--- src/plt_defines.vh ---
// Constants for the synthesizer digital control and lock detect block
`ifndef PLT_DEFINES_VH
`define PLT_DEFINES_VH

// Register byte addresses
`define PLT_ADDR_CTRL 8'h00
`define PLT_ADDR_RDIV 8'h04
`define PLT_ADDR_NUM 8'h08
`define PLT_ADDR_DEN 8'h0C
`define PLT_ADDR_STAT 8'h10

// Control register field positions
`define PLT_MUX_LSB 0
`define PLT_MUX_MSB 3
`define PLT_POL_BIT 4
`define PLT_DBL_BIT 5
`define PLT_WIDE_BIT 6
`define PLT_ORD_LSB 8
`define PLT_ORD_MSB 10
`define PLT_DITHER_STRENGTH_LSB 12
`define PLT_DITHER_STRENGTH_MSB 13
`define PLT_CPT_BIT 14
`define PLT_WIN_LSB 16
`define PLT_WIN_MSB 18

// Reset values
`define PLT_CTRL_RST 32'h0000_0040
`define PLT_RDIV_RST 12'h001
`define PLT_FRAC_RST 22'h00_0000

// Output selector codes
`define PLT_MUX_HIZ 4'h0
`define PLT_MUX_HIGH 4'h1
`define PLT_MUX_LOW 4'h2
`define PLT_MUX_LD 4'h3
`define PLT_MUX_LD_INV 4'h4
`define PLT_MUX_LD_OD 4'h5
`define PLT_MUX_N 4'h8
`define PLT_MUX_N_HALF 4'h9
`define PLT_MUX_R 4'hA
`define PLT_MUX_R_HALF 4'hB
`define PLT_MUX_UP 4'hC
`define PLT_MUX_DOWN 4'hD

// Modulator and dither codes
`define PLT_ORD_INT 3'h0
`define PLT_ORD_FIRST 3'h1
`define PLT_ORD_MAX 3'h4
`define PLT_DITHER_STRENGTH_OFF 2'h3

// Widths
`define PLT_FRAC_W 22
`define PLT_FRAC_NARROW_MASK 22'h00_03FF
`define PLT_CNT_W 16

// Timing: clock period and lock windows in picoseconds
`define PLT_CLK_PS 8000
`define PLT_WIN0_PS 3000
`define PLT_WIN1_PS 5500
`define PLT_WIN2_PS 8000
`define PLT_WIN3_PS 10500
`define PLT_WIN4_PS 13000
`define PLT_WIN5_PS 15500
`define PLT_LOCK_COUNT 3'h5
// Reference loss timeout in microseconds
`define PLT_REF_LOSS_US 64

// AHB codes
`define PLT_HTRANS_NONSEQ 2'h2
`define PLT_HTRANS_SEQ 2'h3

`endif

--- src/plt_core.v ---
// Synthesizer digital control: output mux, lock detector, phase detector
`timescale 1ns/1ps
`include "plt_defines.vh"

module plt_core #(
    parameter REF_LOSS_CYCLES = `PLT_REF_LOSS_US * 1000000 / `PLT_CLK_PS
) (
    input wire clock,
    input wire sys_rst,
    input wire hsel,
    input wire [31:0] haddr,
    input wire [1:0] htrans,
    input wire hwrite,
    input wire [2:0] hsize,
    input wire [31:0] hwdata,
    input wire hready,
    output wire hreadyout,
    output reg [31:0] hrdata,
    output wire hresp,
    input wire ref_input,
    input wire n_div_pulse,
    output reg test_lock_out_pin_o,
    output reg test_lock_out_pin_oe_n,
    output reg pump_up,
    output reg pump_down,
    output reg pump_oe_n,
    output reg lock_detect,
    output reg [2:0] dsm_order,
    output reg int_mode,
    output reg analog_comp_en,
    output reg [1:0] dither_strength,
    output reg [21:0] frac_num,
    output reg [21:0] frac_den
);

    // Lock window in cycles; a longest time rounds down, floored at one
    function [`PLT_CNT_W-1:0] win_cycles;
        input [2:0] sel;
        integer ps;
        integer cyc;
        begin
            case (sel)
                3'h0: ps = `PLT_WIN0_PS;
                3'h1: ps = `PLT_WIN1_PS;
                3'h2: ps = `PLT_WIN2_PS;
                3'h3: ps = `PLT_WIN3_PS;
                3'h4: ps = `PLT_WIN4_PS;
                default: ps = `PLT_WIN5_PS; // Reserved codes act as widest
            endcase
            cyc = ps / `PLT_CLK_PS;
            if (cyc < 1) begin
                cyc = 1;
            end
            win_cycles = cyc[`PLT_CNT_W-1:0];
        end
    endfunction

    // Control registers
    reg [31:0] ctrl_q;
    reg [11:0] rdiv_q;
    reg [21:0] num_q;
    reg [21:0] den_q;

    wire [3:0] mux_sel = ctrl_q[`PLT_MUX_MSB:`PLT_MUX_LSB];
    wire pump_polarity = ctrl_q[`PLT_POL_BIT];
    wire ref_doubler_en = ctrl_q[`PLT_DBL_BIT];
    wire wide_fraction_en = ctrl_q[`PLT_WIDE_BIT];
    wire [2:0] order_sel = ctrl_q[`PLT_ORD_MSB:`PLT_ORD_LSB];
    wire [1:0] dither_sel = ctrl_q[`PLT_DITHER_STRENGTH_MSB:`PLT_DITHER_STRENGTH_LSB];
    wire pump_tristate = ctrl_q[`PLT_CPT_BIT];
    wire [2:0] lock_window_sel = ctrl_q[`PLT_WIN_MSB:`PLT_WIN_LSB];

    // AHB-Lite slave: zero wait states, always OKAY
    reg wr_pend_q;
    reg [7:0] wr_addr_q;
    wire addr_valid = hsel && hready &&
        (htrans == `PLT_HTRANS_NONSEQ || htrans == `PLT_HTRANS_SEQ);
    assign hreadyout = 1'b1;
    assign hresp = 1'b0;

    // Read mux; unmapped addresses read zero
    reg [31:0] rd_d;
    always @* begin
        case (haddr[7:0])
            `PLT_ADDR_CTRL: rd_d = ctrl_q;
            `PLT_ADDR_RDIV: rd_d = {20'h0_0000, rdiv_q};
            `PLT_ADDR_NUM: rd_d = {10'h000, num_q};
            `PLT_ADDR_DEN: rd_d = {10'h000, den_q};
            `PLT_ADDR_STAT: rd_d = {24'h00_0000, analog_comp_en, int_mode,
                dsm_order, pump_oe_n, test_lock_out_pin_o, lock_detect};
            default: rd_d = 32'h0000_0000;
        endcase
    end

    // Address phase capture and data-phase register writes
    always @(posedge clock or posedge sys_rst) begin
        if (sys_rst) begin
            wr_pend_q <= 1'b0;
            wr_addr_q <= 8'h00;
            hrdata <= 32'h0000_0000;
            ctrl_q <= `PLT_CTRL_RST;
            rdiv_q <= `PLT_RDIV_RST;
            num_q <= `PLT_FRAC_RST;
            den_q <= `PLT_FRAC_RST;
        end else begin
            wr_pend_q <= addr_valid && hwrite;
            wr_addr_q <= haddr[7:0];
            if (addr_valid && !hwrite) begin
                hrdata <= rd_d;
            end
            if (wr_pend_q) begin
                case (wr_addr_q)
                    `PLT_ADDR_CTRL: ctrl_q <= hwdata;
                    `PLT_ADDR_RDIV: rdiv_q <= hwdata[11:0];
                    `PLT_ADDR_NUM: num_q <= hwdata[21:0];
                    `PLT_ADDR_DEN: den_q <= hwdata[21:0];
                    default: ctrl_q <= ctrl_q;
                endcase
            end
        end
    end

    // Reference edge detection; doubler fires on both edges
    reg ref_q;
    wire ref_rise = ref_input && !ref_q;
    wire ref_fall = !ref_input && ref_q;
    wire ref_evt = ref_doubler_en ? (ref_rise || ref_fall)
        : ref_rise;

    // R divider, bypassed while the doubler is on
    reg [11:0] rcnt_q;
    reg r_pulse;
    always @(posedge clock or posedge sys_rst) begin
        if (sys_rst) begin
            ref_q <= 1'b0;
            rcnt_q <= 12'h000;
            r_pulse <= 1'b0;
        end else begin
            ref_q <= ref_input;
            r_pulse <= 1'b0;
            if (ref_evt) begin
                if (ref_doubler_en) begin
                    r_pulse <= 1'b1;
                    rcnt_q <= 12'h000;
                end else if (rcnt_q + 12'h001 >= rdiv_q) begin
                    r_pulse <= 1'b1;
                    rcnt_q <= 12'h000;
                end else begin
                    rcnt_q <= rcnt_q + 12'h001;
                end
            end
        end
    end

    // Phase-frequency detector; both set clears the pair
    reg pfd_r_q;
    reg pfd_n_q;
    always @(posedge clock or posedge sys_rst) begin
        if (sys_rst) begin
            pfd_r_q <= 1'b0;
            pfd_n_q <= 1'b0;
        end else if ((pfd_r_q || r_pulse) && (pfd_n_q || n_div_pulse)) begin
            pfd_r_q <= 1'b0;
            pfd_n_q <= 1'b0;
        end else begin
            pfd_r_q <= pfd_r_q || r_pulse;
            pfd_n_q <= pfd_n_q || n_div_pulse;
        end
    end

    // Pump drive; polarity swaps the directions, tri-state floats it
    always @(posedge clock or posedge sys_rst) begin
        if (sys_rst) begin
            pump_up <= 1'b0;
            pump_down <= 1'b0;
            pump_oe_n <= 1'b1;
        end else begin
            pump_oe_n <= pump_tristate;
            if (pump_tristate) begin
                pump_up <= 1'b0;
                pump_down <= 1'b0;
            end else if (pump_polarity) begin
                pump_up <= pfd_n_q;
                pump_down <= pfd_r_q;
            end else begin
                pump_up <= pfd_r_q;
                pump_down <= pfd_n_q;
            end
        end
    end

    // Lock detector: count cycles between R and N edges
    reg meas_q;
    reg [`PLT_CNT_W-1:0] off_q;
    reg [2:0] good_q;
    reg [31:0] ref_idle_q;
    wire [`PLT_CNT_W-1:0] win = win_cycles(lock_window_sel);
    wire edge_any = r_pulse || n_div_pulse;
    wire edge_both = r_pulse && n_div_pulse;
    wire ref_lost = (ref_idle_q >= REF_LOSS_CYCLES);
    // An open offset running past the window counts as a bad cycle
    wire over = meas_q && (off_q >= win);
    wire close_ok = (meas_q && edge_any && off_q < win) || edge_both;

    always @(posedge clock or posedge sys_rst) begin
        if (sys_rst) begin
            meas_q <= 1'b0;
            off_q <= {`PLT_CNT_W{1'b0}};
            good_q <= 3'h0;
            lock_detect <= 1'b0;
            ref_idle_q <= 32'h0000_0000;
        end else begin
            // Watchdog keeps lock honest when the reference dies
            if (ref_evt) begin
                ref_idle_q <= 32'h0000_0000;
            end else if (!ref_lost) begin
                ref_idle_q <= ref_idle_q + 32'h0000_0001;
            end
            if (ref_lost) begin
                lock_detect <= 1'b0;
                good_q <= 3'h0;
                meas_q <= 1'b0;
            end else if (over) begin
                lock_detect <= 1'b0;
                good_q <= 3'h0;
                meas_q <= 1'b0;
                off_q <= {`PLT_CNT_W{1'b0}};
            end else if (close_ok) begin
                meas_q <= 1'b0;
                off_q <= {`PLT_CNT_W{1'b0}};
                if (good_q + 3'h1 >= `PLT_LOCK_COUNT) begin
                    lock_detect <= 1'b1;
                    good_q <= `PLT_LOCK_COUNT;
                end else begin
                    good_q <= good_q + 3'h1;
                end
            end else if (edge_any) begin
                meas_q <= 1'b1;
                off_q <= {{(`PLT_CNT_W-1){1'b0}}, 1'b1};
            end else if (meas_q) begin
                off_q <= off_q + {{(`PLT_CNT_W-1){1'b0}}, 1'b1};
            end
        end
    end

    // Halved diagnostic outputs toggle per pulse for 50% duty
    reg n_half_q;
    reg r_half_q;
    always @(posedge clock or posedge sys_rst) begin
        if (sys_rst) begin
            n_half_q <= 1'b0;
            r_half_q <= 1'b0;
        end else begin
            if (n_div_pulse) begin
                n_half_q <= !n_half_q;
            end
            if (r_pulse) begin
                r_half_q <= !r_half_q;
            end
        end
    end

    // Output pin multiplexer; oe_n low while driving
    always @(posedge clock or posedge sys_rst) begin
        if (sys_rst) begin
            test_lock_out_pin_o <= 1'b0;
            test_lock_out_pin_oe_n <= 1'b1;
        end else begin
            test_lock_out_pin_oe_n <= 1'b0;
            case (mux_sel)
                `PLT_MUX_HIGH: test_lock_out_pin_o <= 1'b1;
                `PLT_MUX_LOW: test_lock_out_pin_o <= 1'b0;
                `PLT_MUX_LD: test_lock_out_pin_o <= lock_detect;
                `PLT_MUX_LD_INV: test_lock_out_pin_o <= !lock_detect;
                `PLT_MUX_LD_OD: begin
                    // Pull low when unlocked, release when locked
                    test_lock_out_pin_o <= 1'b0;
                    test_lock_out_pin_oe_n <= lock_detect;
                end
                `PLT_MUX_N: test_lock_out_pin_o <= n_div_pulse;
                `PLT_MUX_N_HALF: test_lock_out_pin_o <= n_half_q;
                `PLT_MUX_R: test_lock_out_pin_o <= r_pulse;
                `PLT_MUX_R_HALF: test_lock_out_pin_o <= r_half_q;
                `PLT_MUX_UP: test_lock_out_pin_o <= pfd_r_q;
                `PLT_MUX_DOWN: test_lock_out_pin_o <= pfd_n_q;
                default: begin
                    // Code 0, analog and reserved codes leave the pin floating
                    test_lock_out_pin_o <= 1'b0;
                    test_lock_out_pin_oe_n <= 1'b1;
                end
            endcase
        end
    end

    // Modulator settings seen by the fractional engine
    always @(posedge clock or posedge sys_rst) begin
        if (sys_rst) begin
            dsm_order <= `PLT_ORD_INT;
            int_mode <= 1'b1;
            analog_comp_en <= 1'b0;
            dither_strength <= `PLT_DITHER_STRENGTH_OFF;
            frac_num <= `PLT_FRAC_RST;
            frac_den <= `PLT_FRAC_RST;
        end else begin
            // Illegal orders fall back to integer mode
            if (order_sel > `PLT_ORD_MAX) begin
                dsm_order <= `PLT_ORD_INT;
            end else begin
                dsm_order <= order_sel;
            end
            int_mode <= (order_sel == `PLT_ORD_INT) ||
                (order_sel > `PLT_ORD_MAX);
            analog_comp_en <= (order_sel > `PLT_ORD_FIRST) &&
                (order_sel <= `PLT_ORD_MAX);
            // Dither forced off where it would only add noise
            if (order_sel <= `PLT_ORD_FIRST || order_sel > `PLT_ORD_MAX) begin
                dither_strength <= `PLT_DITHER_STRENGTH_OFF;
            end else begin
                dither_strength <= dither_sel;
            end
            if (wide_fraction_en) begin
                frac_num <= num_q;
                frac_den <= den_q;
            end else begin
                frac_num <= num_q & `PLT_FRAC_NARROW_MASK;
                frac_den <= den_q & `PLT_FRAC_NARROW_MASK;
            end
        end
    end

endmodule

--- config.mk ---
export PLATFORM = sky130hd
export DESIGN_NAME = plt_core
export DESIGN_NICKNAME = d
export VERILOG_FILES = /design/src/plt_core.v
export VERILOG_INCLUDE_DIRS = /design/src
export SDC_FILE = /design/constraint.sdc
export NUM_CORES = 1
export LEC_CHECK = 0
export BUFFER_PORTS_ARGS = -buffer_cell sky130_fd_sc_hd__buf_2
export CORE_UTILIZATION = 54
export CTS_CLUSTER_DIAMETER = 50
export DETAILED_ROUTE_END_ITERATION = 10
export PLACE_DENSITY = 0.77
export SYNTH_ARGS = -nofsm -noshare
export SYNTH_HDL_FRONTEND = slang
export SYNTH_SLANG_ARGS = --single-unit
export TNS_END_PERCENT = 100
--- constraint.sdc ---
create_clock -name clock -period 8.42 [get_ports clock]
set_input_delay 0.421 -clock clock [delete_from_list [all_inputs] [get_ports clock]]
set_output_delay 0.421 -clock clock [all_outputs]
set_load 0.03 [all_outputs]
[Yosys cells after proc, flatten, opt, wreduce, memory -nomap -nowiden]
Cells that the tools add are included.
Storage, ports and cells
  output and inout port bits: 91
  memories: 0
  logic and storage cells: 151
  bits in writable memories: 0
  bits of input ports: 76
  bits in read-only memories: 0
  latch bits: 0
  bits in registers: 256
Operators by class
  divide/modulo/power cells: 1
  add/sub/neg operators: 4
  shift-type cells: 0
  $lt $le $gt $ge: 10
  reductions and logical operators: 41
  multiplexer cells: 39
  equality and inequality tests: 25
  bitwise gates (word level): 1
  $mul: 0
Operators by type and width (count)
  one-hot mux 32 bit (5 select lines): 1
  2-to-1 mux 16 bit: 5
  one-hot mux 14 bit (5 select lines): 1
  2-to-1 mux 32 bit: 2
  2-to-1 mux 22 bit: 2
  adder 32 x 1 -> 32 bit (second input constant): 1
  divider 32 x 14 -> 32 bit (second input constant): 1
  equality test 8 x 4 -> 1 bit (second input constant): 4
  >= comparator 32 x 13 -> 1 bit (second input constant): 1
  < comparator 32 x 2 -> 1 bit (second input constant): 1
  equality test 4 bit (second input constant): 6
  2-to-1 mux 12 bit: 2
  2-to-1 mux 1 bit: 18
  adder 16 x 1 -> 16 bit (second input constant): 1
  equality test 8 x 3 -> 1 bit (second input constant): 2
  >= comparator 16 bit: 1
  logical NOT 8 bit: 2
  < comparator 16 bit: 1
  2-to-1 mux 3 bit: 5
  adder 12 x 1 -> 12 bit (second input constant): 1
  >= comparator 12 bit: 1
  logical AND 1 bit: 12
  AND reduction 2 bit: 6
  OR reduction 10 bit: 1
  24 further kinds: 43

[Logic depth before layout (Yosys ltp)]
  depth in word-level cells: 11
  gate-level depth with buffers: 12
  depth with buffers taken out: 12

[Worst setup path before layout]
OpenSTA, ideal clock, no wires.
  path type: register to register
  start: reg rcnt_q[0]
  end: reg rcnt_q[6]
  data arrival time: 2.479 ns
  required time: 8.333 ns
  period minus slack after synthesis: 2.566 ns
  library setup time: 0.087 ns
  setup slack: 5.854 ns
  buffers on the path: 0
  stages on the path, launching flop included: 13
  path through: dfrtp_1 ha_1 and3_1 nand3_1 nor2_1 xnor2_1 inv_1 ha_1 nand2_1 o211ai_1 nor2_1 o21ai_0 o211ai_1
On the way
  cells in the longest elaborated chain, start to end: 4
Ends and longest elaborated chain
  from (decl): RTL line plt_core.v:131  | reg [11:0] rcnt_q;
  from (signal assigned): RTL line plt_core.v:149  | rcnt_q <= rcnt_q + 12'h001;
  adder 12 x 1 -> 12 bit (*): RTL line plt_core.v:145, plt_core.v:149
  >= comparator 12 bit: RTL line plt_core.v:145  | end else if (rcnt_q + 12'h001 >= rdiv_q) begin
  2-to-1 mux 12 bit (*): RTL line plt_core.v:145
  2-to-1 mux 12 bit (*): RTL line plt_core.v:142  | if (ref_doubler_en) begin
Mark *: on every way between the ends. The rest lies on a longest branch, timed or not.
A chain may end at the register's enable or synchronous reset.

[Worst setup path in the final report]
Ends and elaborated chain as after synthesis.

==> impl_results.md <==
- Cell Area, Synth: 10600 µm²
- Drt first pass iters: 6
- Post-synth top flop: dfrtp_1
- Leakage: 6.05 nW
- Proportion of power drawn by the clock network: 43.8%
- Multi-input logic area: 3830 µm²
- Total power: 0.00281 W
- Distinct cell type count after synthesis: 55
- Power share of the sequential group: 47.4%
- Die Ht: 142 µm
- Ports: 167
- Max transition margin: 23.5%
- GRT Util Overall: 22.5%
- Fin area: 12400 µm²
- Slowest stage delay, CP: 0.58 ns
- Mapped Cells: 833
- Storage element area: 6410 µm²
- CP Capture Type: register
- Placement Cell Area: 11500 µm²
- H-tree levels: 1
- Fillcell total: 1401
- Yosys top cell by area: dfrtp_1
- Fin crit period: 3.21 ns
- Antenna violations before repair: 3
- Fin Clk Skew: 0.00817 ns
- Cell family with most CP delay: simple AND/OR/NAND/NOR gates
- Asr flop ratio synth: 100%
- Net Sw Frac: 24.3%
- Post-synth EDFFs: 0
- Max Buffers Root-to-Sink: 3
- RSZ-0062 raised after global routing: false
- Fin nets: 1069
- Switching power: 0.000684 W
- P per Cell Area: 226 nW/µm²
- Crit path required time: 8.86 ns
- Final setup viols: 0
- Critical path, cell by cell: ha_1 > and3_1 > nand3_1 > nor2_1 > xnor2_1 > inv_1 > ha_1 > nand2_1 > o211ai_1 > nor2_1 > o21ai_0 > o211ai_1
- Mapped Nets: 932
- CTS tree: yes
- Status: completed
- Worst hold path type: in2reg
- Worst slew pin tran: 1.14 ns
- Max_cap viols: 0
- CP arrival: 3.66 ns
- Fin. Hold Viols: 0
- Die area: 20100 µm²
- Worst-path maximum fanout: 10
- WHS Path Cells: 1
- Grt total ovfl: 0
- CTS sink count: 256
- First-pass GRT wire length: 35.7 mm
- Initial DRC count: 484
- Vias in the first global route: 6850
- Cts hold-fix bufs: 0
- Tcrit/Tclk final: 38.2%
- Sequential share of the synthesized area: 60.7%
- GP Congestion: 0.801
- Worst Setup Start Kind: register
- Fmax: 311 MHz
- Reg2Reg Depth: 12
- CTS clk-pin slew, worst paths: 0.06 ns
- Syn_area_per_cell: 12.7 µm²
- Post-CTS setup buffers: 0
- Comb power frac: 8.7%
- Average wire per standard cell: 17.0 µm
- Setup TNS: 0 ns
- Area grow syn2layout: 17.6%
- Buf/Inv on CP: 1
- Maximum VDD drop: 0.000130 V
- Clk root buf: clkbuf_16
- P_int: 0.00212 W
- FP Rows: 50
- Share of the synthesized area in the top cell type: 59.0%
- Final Max Tran Viols: 0
- Die Width: 142 µm
- Number of port buffers: 136
- Most frequent cells in the layout: dfrtp_1 (249), buf_2 (137), mux2_2 (88)
- Initial Utilization: 55.7%
- Core ar.: 19000 µm²
- Post-route ant nets: 0
- Total wire length: 21.4 mm
- Vias: 6850
- Pin count of the biggest net entering global routing: 123
- Seq cells post-synth: 256
- Slowest cell on the critical path: nor2_1
- Inserted Clock Buffers: 29
- Detailed Place HPWL: 14.0 mm
- Synth top area cells: dfrtp_1 (59%), mux2_2 (9.4%), and2_1 (3.4%)
- Synth warn: 0
- Critical path class: reg2reg
- Clock latency on the worst-skew pair: 0.53 ns
- Most common cell after layout, fill and taps aside: dfrtp_1
- Critical path depth in cells: 12
- Post-CTS resize count: 0
- Ratio of cells with drive above 1 in the final layout: 30.6%
- Via density: 5.46
- Remaining DRCs: 0
## synth_stat cells (9+ instances only)
library cell / number
dfrtp_1: 249
mux2_2: 88
and2_1: 58
nand2_1: 48
nor2_1: 42
inv_1: 31
clkbuf_1: 29
a21oi_1: 27
o21ai_0: 27
a22o_1: 23
ha_1: 23
xnor2_1: 17
nor4_1: 16
mux2i_1: 13
nand3_1: 12
o31ai_1: 10
a32o_1: 9
## cell families after synthesis
group,after synthesis,synth area share (%)
flops,256,60.7
simple gates,223,11.8
compound gates,126,8.20
mux,106,11.6
buf+inv,73,2.95
xor+xnor,24,1.99
fa+ha+maj,23,2.72
other cells,2,0.0711
## power by group through the flow
| stage | Combinational [W] | Clock, W | Sequential (W) |
|---|---|---|---|
| after floorplan | 0.000170 | 0 | 0.00136 |
| after global placement | 0.000239 | 0 | 0.00135 |
| after detailed placement | 0.000247 | 0 | 0.00135 |
| after CTS | 0.000249 | 0.00125 | 0.00133 |
| after global routing | 0.000282 | 0.00131 | 0.00134 |
| final | 0.000245 | 0.00123 | 0.00133 |
## layout make-up
type	count	share of cell area, %
multi-input combinational	504	30.9
clock buffer	40	6.58
inverter	31	0.997
sequential	256	51.6
tap	260	2.62
clock inverter	13	1.05
timing repair buffer	148	6.18
antenna	3	0.0604
## registers in the layout, summed over array words and instances (netlist names), 16 cells and up
register and count:
ctrl_q 32, hrdata 32, num_q 22, ref_idle_q 32, frac_num 22, den_q 22, frac_den 22, off_q 16
## metrics by stage
| step | util, % | hold slack (ns) | instances | setup slack, ns |
|---|---|---|---|---|
| after CTS | 65.5 | 0.00415 | 1251 | 5.22 |
| after global routing | 65.5 | 0.00535 | 1253 | 4.94 |
| after floorplan | - | 0.364 | 833 | 0.969 |
| final | 65.5 | 0.0226 | 1255 | 5.21 |
| after detailed placement | 60.5 | 0.383 | 1198 | 5.29 |
| after global placement | 60.5 | 0.379 | 1198 | 5.31 |
## final timing paths
check	start	end	slack, ns
setup / recovery	rcnt_q[0]	rcnt_q[6]	5.21
hold / removal	haddr[7]	wr_addr_q[7]	0.02
setup reg to reg	rcnt_q[0]	rcnt_q[6]	5.21
hold reg to reg	den_q[7]	frac_den[7]	0.40
max in group asynchronous	sys_rst	rcnt_q[9]	6.76
min in group asynchronous	sys_rst	ctrl_q[7]	0.03
## routing by layer
layer / vias up / track usage (%) / share of wire [%]
met5: - / 0 / 0
met4: 0 / 6.90 / 2.1
met3: 39 / 4.32 / 6.1
met2: 181 / 35.6 / 47
met1: 3399 / 31.8 / 45
li1: 3231 / - / -
No activity file was read; power rests on OpenSTA's default activity.
